==> src/core/dev_status_pkg.sv <==
// constants for the root port device error status register
// assumes a config-space access port carrying byte address and byte enables
package dev_status_pkg;
   localparam logic [7:0]  DEV_STATUS_OFFSET = 8'haa;
   localparam logic [15:0] DEV_STATUS_RESET  = 16'h0000;
   localparam int          BIT_CORR          = 0;
   localparam int          BIT_NONFATAL      = 1;
   localparam int          BIT_FATAL         = 2;
   localparam int          BIT_UNSUPP        = 3;
   localparam int          BIT_PENDING       = 5;
   localparam logic [15:0] FLAG_MASK         = 16'h000f;
endpackage

==> src/core/sticky_flag.sv <==
// one write-one-to-clear sticky error flag
// assumes set and clear are single-cycle qualified strobes
`timescale 1ns/1ps
module sticky_flag (
   input  wire logic clk_i,
   input  wire logic rst_i,
   input  wire logic set_i,
   input  wire logic clr_i,
   output logic      flag_o
);
   // set wins over a clear in the same cycle so no event is lost
   always_ff @(posedge clk_i or posedge rst_i) begin
      if (rst_i) begin
         flag_o <= 1'b0;
      end else if (set_i) begin
         flag_o <= 1'b1;
      end else if (clr_i) begin
         flag_o <= 1'b0;
      end
   end
endmodule

==> src/core/device_error_status.sv <==
// device error status register of a root port
// assumes cfg write/read strobes are one-cycle, byte address plus byte enables
`timescale 1ns/1ps
module device_error_status
   import dev_status_pkg::*;
(
   input  wire logic        clk_i,
   input  wire logic        rst_i,
   input  wire logic        cfg_wr_i,
   input  wire logic        cfg_rd_i,
   input  wire logic [7:0]  cfg_addr_i,
   input  wire logic [1:0]  cfg_be_i,
   input  wire logic [15:0] cfg_wdata_i,
   input  wire logic        pending_i,
   input  wire logic        unsupp_req_i,
   input  wire logic        unsupp_sev_fatal_i,
   input  wire logic        fatal_err_i,
   input  wire logic        nonfatal_err_i,
   input  wire logic        corr_err_i,
   input  wire logic        rx_err_msg_i,
   output logic [15:0]      cfg_rdata_o,
   output logic             cfg_rvalid_o,
   output logic [15:0]      device_error_status_o
);
   logic        hit;
   logic [3:0]  clr_mask;
   logic [3:0]  set_vec;
   logic [3:0]  flags;
   logic        pending_r;

   assign hit = (cfg_addr_i == DEV_STATUS_OFFSET);
   // low byte lane holds all writable bits; reserved bits ignore writes
   assign clr_mask = (cfg_wr_i && hit && cfg_be_i[0]) ?
                     (cfg_wdata_i[3:0] & FLAG_MASK[3:0]) : 4'h0;

   // reporting enables and advanced masks are deliberately not inputs here;
   // received messages (rx_err_msg_i) never reach the set terms
   always_comb begin
      set_vec               = 4'h0;
      set_vec[BIT_UNSUPP]   = unsupp_req_i;
      set_vec[BIT_FATAL]    = fatal_err_i
                              | (unsupp_req_i & unsupp_sev_fatal_i);
      set_vec[BIT_NONFATAL] = nonfatal_err_i
                              | (unsupp_req_i & ~unsupp_sev_fatal_i);
      set_vec[BIT_CORR]     = corr_err_i;
   end

   genvar g;
   generate
      for (g = 0; g < 4; g++) begin : g_flag
         sticky_flag u_flag (
            .clk_i  (clk_i),
            .rst_i  (rst_i),
            .set_i  (set_vec[g]),
            .clr_i  (clr_mask[g]),
            .flag_o (flags[g])
         );
      end
   endgenerate

   always_ff @(posedge clk_i or posedge rst_i) begin
      if (rst_i) begin
         pending_r <= 1'b0;
      end else begin
         pending_r <= pending_i;
      end
   end

   always_comb begin
      device_error_status_o              = DEV_STATUS_RESET;
      device_error_status_o[3:0]         = flags;
      device_error_status_o[BIT_PENDING] = pending_r;
   end

   // unmapped reads answer zero
   always_ff @(posedge clk_i or posedge rst_i) begin
      if (rst_i) begin
         cfg_rdata_o  <= 16'h0000;
         cfg_rvalid_o <= 1'b0;
      end else begin
         cfg_rvalid_o <= cfg_rd_i;
         if (cfg_rd_i && hit) begin
            cfg_rdata_o <= device_error_status_o;
         end else begin
            cfg_rdata_o <= 16'h0000;
         end
      end
   end

   property p_unsupp_sets;
      @(posedge clk_i) disable iff (rst_i)
         unsupp_req_i |=> device_error_status_o[BIT_UNSUPP];
   endproperty
   a_unsupp_sets: assert property (p_unsupp_sets)
      else $error("unsupported request flag not set");

   property p_unsupp_sev;
      @(posedge clk_i) disable iff (rst_i)
         unsupp_req_i |=> ($past(unsupp_sev_fatal_i) ?
            device_error_status_o[BIT_FATAL] :
            device_error_status_o[BIT_NONFATAL]);
   endproperty
   a_unsupp_sev: assert property (p_unsupp_sev)
      else $error("severity flag missing after unsupported request");

   property p_fatal_sets;
      @(posedge clk_i) disable iff (rst_i)
         fatal_err_i |=> device_error_status_o[BIT_FATAL];
   endproperty
   a_fatal_sets: assert property (p_fatal_sets)
      else $error("fatal flag not set");

   property p_nonfatal_sets;
      @(posedge clk_i) disable iff (rst_i)
         nonfatal_err_i |=> device_error_status_o[BIT_NONFATAL];
   endproperty
   a_nonfatal_sets: assert property (p_nonfatal_sets)
      else $error("non-fatal flag not set");

   property p_corr_sets;
      @(posedge clk_i) disable iff (rst_i)
         corr_err_i |=> device_error_status_o[BIT_CORR];
   endproperty
   a_corr_sets: assert property (p_corr_sets)
      else $error("correctable flag not set");

   property p_msg_no_set;
      @(posedge clk_i) disable iff (rst_i)
         (rx_err_msg_i && !unsupp_req_i && !fatal_err_i && !nonfatal_err_i
            && !corr_err_i && (device_error_status_o[3:0] == 4'h0))
         |=> (device_error_status_o[3:0] == 4'h0);
   endproperty
   a_msg_no_set: assert property (p_msg_no_set)
      else $error("received message set a flag");

   property p_pending;
      @(posedge clk_i) disable iff (rst_i)
         ##1 device_error_status_o[BIT_PENDING] == $past(pending_i);
   endproperty
   a_pending: assert property (p_pending)
      else $error("pending bit does not track transactions");

   property p_reserved;
      @(posedge clk_i) disable iff (rst_i)
         (device_error_status_o[15:6] == 10'h000)
         && !device_error_status_o[4] && !cfg_rdata_o[4];
   endproperty
   a_reserved: assert property (p_reserved)
      else $error("reserved bit nonzero");

   property p_clear;
      @(posedge clk_i) disable iff (rst_i)
         (clr_mask[BIT_FATAL] && !set_vec[BIT_FATAL])
         |=> !device_error_status_o[BIT_FATAL];
   endproperty
   a_clear: assert property (p_clear)
      else $error("fatal flag not cleared by write one");

   property p_hold;
      @(posedge clk_i) disable iff (rst_i)
         (device_error_status_o[BIT_CORR] && !clr_mask[BIT_CORR])
         |=> device_error_status_o[BIT_CORR];
   endproperty
   a_hold: assert property (p_hold)
      else $error("correctable flag dropped without clear");

   // read data must show the view as it stood in the read cycle
   property p_read_hit;
      @(posedge clk_i) disable iff (rst_i)
         (cfg_rd_i && hit)
         |=> (cfg_rdata_o == $past(device_error_status_o));
   endproperty
   a_read_hit: assert property (p_read_hit)
      else $error("read data differs from status");

   property p_read_miss;
      @(posedge clk_i) disable iff (rst_i)
         !(cfg_rd_i && hit) |=> (cfg_rdata_o == 16'h0000);
   endproperty
   a_read_miss: assert property (p_read_miss)
      else $error("read data not zero without a hit");

   property p_rvalid;
      @(posedge clk_i) disable iff (rst_i)
         ##1 cfg_rvalid_o == $past(cfg_rd_i);
   endproperty
   a_rvalid: assert property (p_rvalid)
      else $error("read valid does not follow the read strobe");

   property p_unsupp_only_event;
      @(posedge clk_i) disable iff (rst_i)
         (!unsupp_req_i && !device_error_status_o[BIT_UNSUPP])
         |=> !device_error_status_o[BIT_UNSUPP];
   endproperty
   a_unsupp_only_event: assert property (p_unsupp_only_event)
      else $error("unsupported flag set with no request");

   property p_fatal_only_event;
      @(posedge clk_i) disable iff (rst_i)
         (!fatal_err_i && !(unsupp_req_i && unsupp_sev_fatal_i)
            && !device_error_status_o[BIT_FATAL])
         |=> !device_error_status_o[BIT_FATAL];
   endproperty
   a_fatal_only_event: assert property (p_fatal_only_event)
      else $error("fatal flag set with no fatal error");

   property p_nonfatal_only_event;
      @(posedge clk_i) disable iff (rst_i)
         (!nonfatal_err_i && !(unsupp_req_i && !unsupp_sev_fatal_i)
            && !device_error_status_o[BIT_NONFATAL])
         |=> !device_error_status_o[BIT_NONFATAL];
   endproperty
   a_nonfatal_only_event: assert property (p_nonfatal_only_event)
      else $error("non-fatal flag set with no non-fatal error");

   // clears checked from the bus pins so a broken clear decode shows up
   property p_clear_corr;
      @(posedge clk_i) disable iff (rst_i)
         (cfg_wr_i && hit && cfg_be_i[0] && cfg_wdata_i[BIT_CORR]
            && !corr_err_i)
         |=> !device_error_status_o[BIT_CORR];
   endproperty
   a_clear_corr: assert property (p_clear_corr)
      else $error("correctable flag not cleared by write one");

   property p_clear_unsupp;
      @(posedge clk_i) disable iff (rst_i)
         (cfg_wr_i && hit && cfg_be_i[0] && cfg_wdata_i[BIT_UNSUPP]
            && !unsupp_req_i)
         |=> !device_error_status_o[BIT_UNSUPP];
   endproperty
   a_clear_unsupp: assert property (p_clear_unsupp)
      else $error("unsupported flag not cleared by write one");

   property p_keep_flags;
      @(posedge clk_i) disable iff (rst_i)
         !(cfg_wr_i && hit && cfg_be_i[0])
         |=> (($past(device_error_status_o[3:0])
               & ~device_error_status_o[3:0]) == 4'h0);
   endproperty
   a_keep_flags: assert property (p_keep_flags)
      else $error("flag fell without a write-one clear");
endmodule

==> config.mk <==
export PLATFORM = sky130hd
export DESIGN_NAME = device_error_status
export DESIGN_NICKNAME = d
export VERILOG_FILES = /design/src/core/dev_status_pkg.sv /design/src/core/sticky_flag.sv /design/src/core/device_error_status.sv
export SDC_FILE = /design/constraint.sdc
export NUM_CORES = 1
export LEC_CHECK = 0
export BUFFER_PORTS_ARGS = -buffer_cell sky130_fd_sc_hd__buf_4
export CAP_MARGIN = 10
export CORE_MARGIN = 5
export CORE_UTILIZATION = 25
export DETAILED_ROUTE_END_ITERATION = 16
export SYNTH_ARGS = -nofsm -noshare
export SYNTH_HDL_FRONTEND = slang
export SYNTH_SLANG_ARGS = --single-unit
==> constraint.sdc <==
create_clock -name clk_i -period 1.6 [get_ports clk_i]
set_input_delay 0.32 -clock clk_i [delete_from_list [all_inputs] [get_ports clk_i]]
set_output_delay 0.32 -clock clk_i [all_outputs]
set_load 0.1 [all_outputs]
After elaboration in Yosys (flattened, before gate mapping)

Index checks and enable logic that the tools add are counted.

Flip-flop bits (word level): 12
Output and inout port bits: 33

Muxes and demuxes: 10
Reduce and logical (&&, ||, !) cells: 7
Bitwise logic cells: 5
Equal/unequal tests: 1

Operator list:

| operator                                    | number |
|---|---|
| equality test 8 bit (second input constant) | 1 |
| two-way mux 1 bit                           | 8 |
| nonzero test 2 bit                          | 4 |
| two-way mux 6 bit                           | 1 |
| two-way mux 4 bit                           | 1 |
| logical AND 1 bit                           | 3 |
| AND 1 bit                                   | 2 |
| OR 1 bit                                    | 2 |
| NOT 1 bit                                   | 1 |

Depth between registers and ports, before layout

Gate-level depths: netlist of run 1.

Depth after elaboration: 6
Mapped depth: 3
Mapped depth without buffers: 3

Modules after synthesis

Synthesis of run 1 repeated with hierarchy kept, for this count alone.

Cells, all modules: 73
Area, all modules: 710.7 um^2

By module, submodules not included:

| module              | seq. area each (um^2) | area each (um^2) | cells each | times used |
|---|---|---|---|---|
| device_error_status | 175.2                 | 550.5            | 57         | 1 |
| sticky_flag         | 25.0                  | 40.0             | 4          | 4 |

Worst setup path before layout of run 1

No wires, ideal clock.

Kind: reg2out
From: register cfg_rdata_o[0]
To: output port cfg_rdata_o[0]
Cell stages (with the launch flop): 1
Data arrival time: 0.883 ns
Required time: 1.280 ns
Slack: 0.397 ns
Path buffers: 0
Path through: dfrtp_1

RTL lines:

| element                | RTL line                  | source |
|---|---|---|
| from (decl)            | device_error_status.sv:21 | `output logic [15:0] cfg_rdata_o,` |
| from (signal assigned) | device_error_status.sv:83 | `cfg_rdata_o <= device_error_status_o;` |

No word-level cell between the ends.

Final worst setup path of run 1

From: register g_flag[2].u_flag.flag_o
To: output port device_error_status_o[2]

RTL lines:

| element                | RTL line                  | source |
|---|---|---|
| from (decl)            | sticky_flag.sv:9          | `output logic flag_o` |
| from (signal assigned) | sticky_flag.sv:14         | `flag_o <= 1'b0;` |
| from (signal assigned) | sticky_flag.sv:16         | `flag_o <= 1'b1;` |
| from (signal assigned) | sticky_flag.sv:18         | `flag_o <= 1'b0;` |
| to (decl)              | device_error_status.sv:23 | `output logic [15:0] device_error_status_o` |

No word-level cell between the ends.

==> results of run 1 <==
## registers in the layout (all words and copies together), names as in the netlist
| name | count |
|---|---|
| g_flag.u_flag.flag_o | 4 |
| pending_r | 1 |
| cfg_rvalid_o | 1 |
| cfg_rdata_o | 5 |
## synth_stat cells
library cell,number
and4b_1,2
conb_1,1
a21oi_1,4
nor2_1,2
nor2_4,1
buf_4,27
nand2_1,2
and3_1,5
dfrtp_1,11
o31ai_1,2
nand4bb_4,2
inv_1,2
nand3_1,2
## worst min-delay path by stage
| stage | to | slack, ns | depth (start not counted) |
|---|---|---|---|
| finish | cfg_rdata_o[0]$_DFF_PP0_ | 0.04 | 2 |
| floorplan | cfg_rdata_o[0]$_DFF_PP0_ | 0.17 | 1 |
| CTS | cfg_rdata_o[2]$_DFF_PP0_ | 0.06 | 2 |
| global route | cfg_rdata_o[0]$_DFF_PP0_ | 0.07 | 2 |
| detailed placement | cfg_rdata_o[0]$_DFF_PP0_ | 0.34 | 2 |
| global placement | cfg_rvalid_o$_DFF_PP0_ | 0.33 | 2 |
## stage by stage
stage               worst slack (ns)  hold WS, ns   util  area (um2)
global placement               0.434        0.329  0.328         828
detailed placement             0.415        0.341  0.328         828
floorplan                      0.397        0.172      -         746
CTS                            0.322       0.0555  0.339         855
global route                   0.299       0.0719  0.339         855
finish                         0.346       0.0447  0.339         855
## power by group through the flow
stage / Clock [mW] / Combinational [mW] / Sequential [mW]
5_1_grt: 0.209 / 0.331 / 0.282
2_1_floorplan: 0 / 0.295 / 0.298
3_3_place_gp: 0 / 0.317 / 0.287
3_5_place_dp: 0 / 0.319 / 0.288
6_report: 0.182 / 0.319 / 0.282
4_1_cts: 0.190 / 0.319 / 0.282
## cells by family (layout without fill, tap and decap cells)
family | after synthesis | after routing | share of synthesized area
buffers and inverters | 29 | 39 | 0.315
AND/OR/NAND/NOR | 16 | 16 | 0.214
flip-flops | 11 | 11 | 0.413
AO/OA/AOI/OAI | 6 | 6 | 0.0525
other | 1 | 22 | 0.00562
## layer usage
layer | wire length (um) | vias up
met5 | 0 | -
met4 | 0 | 0
met3 | 230 | 0
met2 | 690 | 39
met1 | 455 | 215
li1 | - | 226
## placed cells by master, fill, tap and decap left out
cell	synthesis	final
dfrtp_1	11	11
a21oi_1	4	4
nor2_4	1	1
and4b_1	2	2
nand3_1	2	2
nand2_1	2	2
and3_1	5	5
inv_1	2	2
clkbuf_4	0	3
clkbuf_1	0	1
conb_1	1	22
buf_4	27	33
o31ai_1	2	2
nor2_1	2	2
nand4bb_4	2	2
## layout make-up
type / count / area, um2 / area share
clock buffers: 4 / 26.3 / 0.0307
inverters: 2 / 7.51 / 0.00878
multi-input cells: 44 / 260 / 0.305
flip-flops and latches: 11 / 275 / 0.322
well taps: 30 / 37.5 / 0.0439
repair buffers: 33 / 248 / 0.290
==> reports/results.ini, run 1 <==
[cts]
cts_tree = yes
cts_sinks = 11
numCtsBuffers = 3
cts_resized = 0
cts_setup_buffers = 0
clk-insertion-delay-late_ns = 0.26
holdBufCountCts = 0
clock_path_buffers = 2
h-tree-depth = 1
cts_root_buffer = clkbuf_4
clkTransAtPathRegs_ns = 0.07

[power_and_ir_drop]
seqPwrFrac = 0.360
power_frac_clock = 0.232
vdd_drop_max_v = 0.000345
power_switching_uw = 358
p_total_uw = 783
power_density_mw_per_mm2 = 916
netSwitchingFraction = 0.457
leakagePower_nw = 0.452
pwr-share-comb = 0.408
internal_power_uw = 425

[global_routing]
grt_pass1_vias = 515
use_met1 = 0.0861
grt_start_max_net_pins = 12
overflow = 0
antenna_found_initial = 0
grt_use_met3 = 0.0189
grt_first_pass_wirelength_um = 2100
grt_use_total = 0.0758
top_usage_layer = met2
met2_usage = 0.136

[critical_path]
crit_type = flop to output port
cp-endpoint = device_error_status_o[2]
critPathBufInv = 1
worstReg2RegEnd = g_flag[2].u_flag.flag_o$_DFFE_PP0P_
start_kind = flop
crit_chain = buf_4
reg2reg_slack_ns = 0.92
crit_family = flip-flops
reg2reg_depth = 2
crit-reg2reg-launch = g_flag[2].u_flag.flag_o$_DFFE_PP0P_
end_kind = output port
cp_max_fo = 3
crit_arrival_ns = 0.93
cp.depth = 1
critPathMaxStageDelay_ns = 0.37
startpoint = g_flag[2].u_flag.flag_o$_DFFE_PP0P_
worstPathRequired_ns = 1.28
slowest_stage = dfrtp_1

[final_layout]
diodes = 0
n_fill_cell = 278
drive_gt1_frac = 0.415
syn_to_final_growth_pct = 28.1
fin_nets = 132
finalNonFillerCells = 124

[status]
status = complete, no violations

[sta]
fin_crit_ns = 1.25
finalSetupTns_ns = 0
hold_viol = 0
finalSetupViolations = 0
slew_viol_final = 0
clock.fmax_mhz = 798
fin_crit_sh = 0.784
rsz0062_at_grt = no
finClkSkew_ns = 0.000172

[floorplan]
placeableCoreArea_mm2 = 0.00252
num_rows = 18
die_w_um = 61.7
die_y_um = 61.7
dieArea_mm2 = 0.00380
start_util = 0.264
ios = 70

[placement]
place_hpwl_um = 1260
place_inst = 120
place_congestion = 0.720
port_buffers = 33

[routing]
ant_nets = 0
drt_iter0_drc = 9
viasPerCell = 3.87
dr.pass1.iters = 2
wire_per_inst_um = 11.1
drcViolationCount = 0
vias = 480
drt-total-wl_um = 1380

[synth]
ys_seq_area_frac = 0.413
synth_area_leaders = dfrtp_1 41%, buf_4 30%, nand4bb_4 8.3%
syn_area_per_cell_um2 = 10.6
yosysTopAreaCell = dfrtp_1
ys_types = 13
yosysWarningCount = 0
ys_ff_latch = 11
syn_area_um2 = 667
synth_top_area_share = 0.413
syn_inst = 63

[worst_hold_path]
min_path_type = primary input to async pin

[run]
max_cap_viol_count = 0

Power figures use the tool's default switching activity.
==> run 2: changes to the inputs <==
==> constraint.sdc (replaced) <==
create_clock -name clk_i -period 1.2 [get_ports clk_i]
set_input_delay 0.24 -clock clk_i [delete_from_list [all_inputs] [get_ports clk_i]]
set_output_delay 0.24 -clock clk_i [all_outputs]
set_load 0.1 [all_outputs]
==> reports/results.ini, run 2 (same netlist as run 1, synthesis figures left out) <==
[worst_hold_path]
min_path_type = primary input to flop  ; was primary input to async pin

[routing]
viasPerCell = 3.86  ; was 3.87
drt_iter0_drc = 9  ; unchanged
drcViolationCount = 0  ; unchanged
wire_per_inst_um = 11.0  ; was 11.1 um
ant_nets = 0  ; unchanged
drt-total-wl_um = 1380  ; unchanged
vias = 483  ; was 480
dr.pass1.iters = 2  ; unchanged

[sta]
finClkSkew_ns = 0.000171  ; was 0.000172 ns
slew_viol_final = 0  ; unchanged
fin_crit_sh = 0.960
finalSetupTns_ns = 0  ; unchanged
fin_ws_ns = 0.0477  ; was 0.346 ns
hold_viol = 0  ; unchanged
clock.fmax_mhz = 868
rsz0062_at_grt = no  ; unchanged
fin_crit_ns = 1.15
finalSetupViolations = 0  ; unchanged

[power_and_ir_drop]
vdd_drop_max_v = 0.000463  ; was 0.000345 V
power_density_mw_per_mm2 = 1190  ; was 916 mW/mm2
leakagePower_nw = 0.464  ; was 0.452 nW

[critical_path]
critPathMaxStageDelay_ns = 0.36  ; was 0.37 ns
slowest_stage = dfrtp_1  ; unchanged
crit_arrival_ns = 0.91  ; was 0.93 ns
crit_family = flip-flops  ; unchanged
start_kind = flop  ; unchanged
cp_max_fo = 2  ; was 3
crit_type = flop to output port  ; unchanged
crit_chain = buf_4  ; unchanged
end_kind = output port  ; unchanged
critPathBufInv = 1  ; unchanged
worstPathRequired_ns = 0.96  ; was 1.28 ns

[final_layout]
regMostFlops = cfg_rdata_o  ; unchanged
multi_input_area_um2 = 260  ; unchanged
post-route-util = 0.349  ; was 0.339
regArea_um2 = 275  ; unchanged
final_common_cell = buf_4  ; unchanged
n_fill_cell = 276  ; was 278
final_cell_mix = 29 x buf_4, 22 x conb_1, 11 x dfrtp_1  ; was 33 x buf_4, 22 x conb_1, 11 x dfrtp_1
largest_reg_flops = 5  ; unchanged
fin_nets = 133  ; was 132
largestRegisters = cfg_rdata_o: 5 flops, g_flag.u_flag.flag_o: 4 flops  ; unchanged
drive_gt1_frac = 0.411  ; was 0.415
finalNonFillerCells = 125  ; was 124
syn_to_final_growth_pct = 31.9  ; was 28.1%
diodes = 0  ; unchanged

[floorplan]
start_util = 0.264  ; unchanged
dieArea_mm2 = 0.00380  ; unchanged
num_rows = 18  ; unchanged
die_w_um = 61.7  ; unchanged
die_y_um = 61.7  ; unchanged
placeableCoreArea_mm2 = 0.00252  ; unchanged
ios = 70  ; unchanged

[cts]
cts_sinks = 11  ; unchanged
cts_setup_buffers = 0  ; unchanged
cts_tree = yes  ; unchanged
clkTransAtPathRegs_ns = 0.07  ; about the same
clock_path_buffers = 2  ; unchanged
clk-insertion-delay-late_ns = 0.26  ; about the same
numCtsBuffers = 3  ; unchanged
h-tree-depth = 1  ; unchanged
cts_root_buffer = clkbuf_4  ; unchanged

[placement]
port_buffers = 33  ; unchanged
place_hpwl_um = 1260  ; unchanged
place_congestion = 0.720  ; unchanged
pre_cts_slack_ns = 0.0946  ; was 0.415 ns
place_inst = 120  ; unchanged

[global_routing]
grt_first_pass_wirelength_um = 2100  ; unchanged
antenna_found_initial = 0  ; unchanged
grt_pass1_vias = 515  ; unchanged
grt_use_total = 0.0758  ; unchanged
overflow = 0  ; unchanged
grt_start_max_net_pins = 12  ; unchanged

[run]
max_cap_viol_count = 0  ; unchanged

[status]
status = complete, no violations  ; unchanged

## run 2: cell type report
| class | instances | share of cell area |
|---|---|---|
| Sequential cell | 11 | 0.313 |
| Timing Repair Buffer | 34 | 0.310 |
| Multi-Input combinational cell | 44 | 0.296 |
| Tap cell | 30 | 0.0427 |
| Clock buffer | 4 | 0.0299 |
| Inverter | 2 | 0.00853 |
## run 2: through the flow
step	instance area, um2	power (mW)	hold WS (ns)
floorplan	746	0.791	0.0924
global placement	828	0.806	0.249
detailed placement	828	0.808	0.261
CTS	865	1.06	0.0793
global route	880	1.10	0.0698
finish	880	1.05	0.0852
## run 2: path summary, 6_finish.rpt
kind	to	start	slack (ns)	depth (start not counted)
min in group asynchronous	cfg_rdata_o[0]$_DFF_PP0_	rst_i	0.52	3
max reg2reg	g_flag[2].u_flag.flag_o$_DFFE_PP0P_	g_flag[2].u_flag.flag_o$_DFFE_PP0P_	0.51	2
min	pending_r$_DFF_PP0_	pending_i	0.09	1
min reg2reg	g_flag[1].u_flag.flag_o$_DFFE_PP0P_	g_flag[1].u_flag.flag_o$_DFFE_PP0P_	0.55	2
max	device_error_status_o[5]	pending_r$_DFF_PP0_	0.05	1
max in group asynchronous	cfg_rvalid_o$_DFF_PP0_	rst_i	0.40	3
## run 2: repair_timing
| action | in CTS | in global routing |
|---|---|---|
| resized for setup | 0 | 4 |
| endpoints found under the setup margin | 0 | 4 |
| hold endpoints to repair | 11 | 0 |
| hold buffers | 1 | 0 |
## run 2: per-layer routing
metal,global-route usage,share of wire,vias up
li1,-,-,227
met1,0.0861,0.34,217
met2,0.136,0.50,39
met3,0.0189,0.16,0
met4,0.0273,0,0
met5,0,0,-
## run 2: power by group
part	total, mW	internal [mW]	switching [mW]
clock	0.242	0.128	0.114
sequential	0.376	0.374	0.00177
combinational	0.428	0.0656	0.362
total	1.05	0.568	0.478
==> run 3: changes to the inputs <==
--- a/config.mk
+++ b/config.mk
@@ -7,9 +7,13 @@
 export LEC_CHECK = 0
 export BUFFER_PORTS_ARGS = -buffer_cell sky130_fd_sc_hd__buf_4
 export CAP_MARGIN = 10
+export CELL_PAD_IN_SITES_DETAIL_PLACEMENT = 0
+export CELL_PAD_IN_SITES_GLOBAL_PLACEMENT = 2
+export CORE_ASPECT_RATIO = 1.4
 export CORE_MARGIN = 5
-export CORE_UTILIZATION = 25
+export CORE_UTILIZATION = 17
 export DETAILED_ROUTE_END_ITERATION = 16
+export PLACE_DENSITY_LB_ADDON = 0.1
 export SYNTH_ARGS = -nofsm -noshare
 export SYNTH_HDL_FRONTEND = slang
 export SYNTH_SLANG_ARGS = --single-unit
==> reports/results.ini, run 3 (same netlist as run 1, synthesis figures left out) <==
[global_routing]
grt_first_pass_wirelength_um = 2420  ; was 2100 um
grt_use_total = 0.0594  ; was 0.0758
overflow = 0  ; unchanged
grt_start_max_net_pins = 12  ; unchanged
grt_pass1_vias = 521  ; was 515
antenna_found_initial = 0  ; unchanged

[routing]
wl_met3_um = 234  ; was 219 um
viasPerCell = 3.37  ; was 3.86
wire_per_inst_um = 11.1  ; was 11.0 um
met1_length_um = 383  ; was 465 um
drt-total-wl_um = 1520  ; was 1380 um
met2_length_um = 857  ; was 693 um
ant_nets = 0  ; unchanged
drcViolationCount = 0  ; unchanged
drt_iter0_drc = 4  ; was 9
highest_layer = met4  ; was met3
dr.pass1.iters = 4  ; was 2
vias = 462  ; was 483

[critical_path]
crit_arrival_ns = 0.91  ; about the same
critPathBufInv = 1  ; unchanged
cp.depth = 1  ; unchanged
start_kind = flop  ; unchanged
critPathMaxStageDelay_ns = 0.37  ; was 0.36 ns
cp_max_fo = 3  ; was 2
slowest_stage = dfrtp_1  ; unchanged
crit_family = flip-flops  ; unchanged
reg2reg_depth = 1  ; was 2
crit_chain = buf_4  ; unchanged
worstPathRequired_ns = 0.96  ; about the same
end_kind = output port  ; unchanged
crit_type = flop to output port  ; unchanged

[final_layout]
final_cell_mix = 33 x buf_4, 22 x conb_1, 11 x dfrtp_1  ; was 29 x buf_4, 22 x conb_1, 11 x dfrtp_1
final_common_cell = buf_4  ; unchanged
syn_to_final_growth_pct = 33.4  ; was 31.9%
drive_gt1_frac = 0.415  ; was 0.411
regMostFlops = cfg_rdata_o  ; unchanged
diodes = 0  ; unchanged
finalNonFillerCells = 137  ; was 125
n_fill_cell = 455  ; was 276
largestRegisters = cfg_rdata_o: 5 flops, g_flag.u_flag.flag_o: 4 flops  ; unchanged
fin_nets = 132  ; was 133
post-route-util = 0.231  ; was 0.349
largest_reg_flops = 5  ; unchanged

[floorplan]
ios = 70  ; unchanged
die_y_um = 84.1  ; was 61.7 um
start_util = 0.173  ; was 0.264
num_rows = 27  ; was 18
die_w_um = 62.9  ; was 61.7 um
dieArea_mm2 = 0.00529  ; was 0.00380 mm2
placeableCoreArea_mm2 = 0.00385  ; was 0.00252 mm2

[sta]
slew_viol_final = 0  ; unchanged
rsz0062_at_grt = no  ; unchanged
finalSetupViolations = 0  ; unchanged
clock.fmax_mhz = 872  ; was 868 MHz
fin_crit_sh = 0.955  ; was 0.960
fin_crit_ns = 1.15  ; about the same
finClkSkew_ns = 0.00149  ; was 0.000171 ns
finalSetupTns_ns = 0  ; unchanged
hold_viol = 0  ; unchanged

[placement]
port_buffers = 33  ; unchanged
place_congestion = 0.622  ; was 0.720
place_inst = 133  ; was 120

[power_and_ir_drop]
power_frac_clock = 0.312  ; was 0.231
power_switching_uw = 496  ; was 478 uW
power_density_mw_per_mm2 = 1310  ; was 1190 mW/mm2
vdd_drop_max_v = 0.000557  ; was 0.000463 V
netSwitchingFraction = 0.425  ; was 0.457
seqPwrFrac = 0.323  ; was 0.360
internal_power_uw = 672  ; was 568 uW
leakagePower_nw = 0.460  ; was 0.464 nW
pwr-share-comb = 0.365  ; was 0.409

[cts]
clkTransAtPathRegs_ns = 0.05  ; was 0.07 ns
numCtsBuffers = 3  ; unchanged
clk-insertion-delay-late_ns = 0.23  ; was 0.26 ns
cts_root_buffer = clkbuf_8  ; was clkbuf_4
cts_resized = 0  ; unchanged
h-tree-depth = 1  ; unchanged
clock_path_buffers = 2  ; unchanged
cts_tree = yes  ; unchanged
cts_setup_buffers = 0  ; unchanged
cts_sinks = 11  ; unchanged
holdBufCountCts = 0  ; was 1

[worst_hold_path]
min_path_type = primary input to async pin  ; was primary input to flop

[status]
status = complete, no violations  ; unchanged

[run]
max_cap_viol_count = 0  ; unchanged

run 3: metal layers:
| layer | vias to the layer above | GRT usage |
|---|---|---|
| met5 | - | 0 |
| met4 | 0 | 0.0405 |
| met3 | 5 | 0.0350 |
| met2 | 32 | 0.107 |
| met1 | 203 | 0.0452 |
| li1 | 222 | - |
run 3: power by group through the flow:
stage                     Sequential, mW  Clock, mW  Combinational (mW)
after CTS                          0.377      0.383               0.426
after global placement             0.383          0               0.425
after floorplan                    0.397          0               0.393
final                              0.377      0.365               0.426
after detailed placement           0.383          0               0.426
after global routing               0.377      0.397               0.440
run 3: cell type report:
type / count / area (um2) / share of cell area
clock buffers: 4 / 45.0 / 0.0506
repair buffers: 33 / 248 / 0.278
inverters: 2 / 7.51 / 0.00844
multi-input cells: 44 / 260 / 0.293
well taps: 43 / 53.8 / 0.0605
flip-flops and latches: 11 / 275 / 0.309
run 3: worst paths after layout:
check | from | to | slack (ns)
min in group clk_i | pending_i | pending_r$_DFF_PP0_ | 0.11
setup / recovery | g_flag[2].u_flag.flag_o$_DFFE_PP0P_ | device_error_status_o[2] | 0.05
max in group asynchronous | rst_i | cfg_rdata_o[5]$_DFF_PP0_ | 0.90
hold reg to reg | pending_r$_DFF_PP0_ | cfg_rdata_o[5]$_DFF_PP0_ | 0.52
hold / removal | rst_i | g_flag[0].u_flag.flag_o$_DFFE_PP0P_ | 0.003
setup reg to reg | g_flag[3].u_flag.flag_o$_DFFE_PP0P_ | cfg_rdata_o[3]$_DFF_PP0_ | 0.53
run 3: stage by stage:
step | setup WS (ns) | hold slack (ns) | total power [mW] | instance area (um2)
2_1_floorplan | 0.0767 | 0.0924 | 0.791 | 746
3_3_place_gp | 0.144 | 0.266 | 0.808 | 845
3_5_place_dp | 0.142 | 0.270 | 0.809 | 845
4_1_cts | 0.0386 | 0.0147 | 1.19 | 890
5_1_grt | 0.00801 | 0.0297 | 1.21 | 890
6_report | 0.0538 | 0.00315 | 1.17 | 890
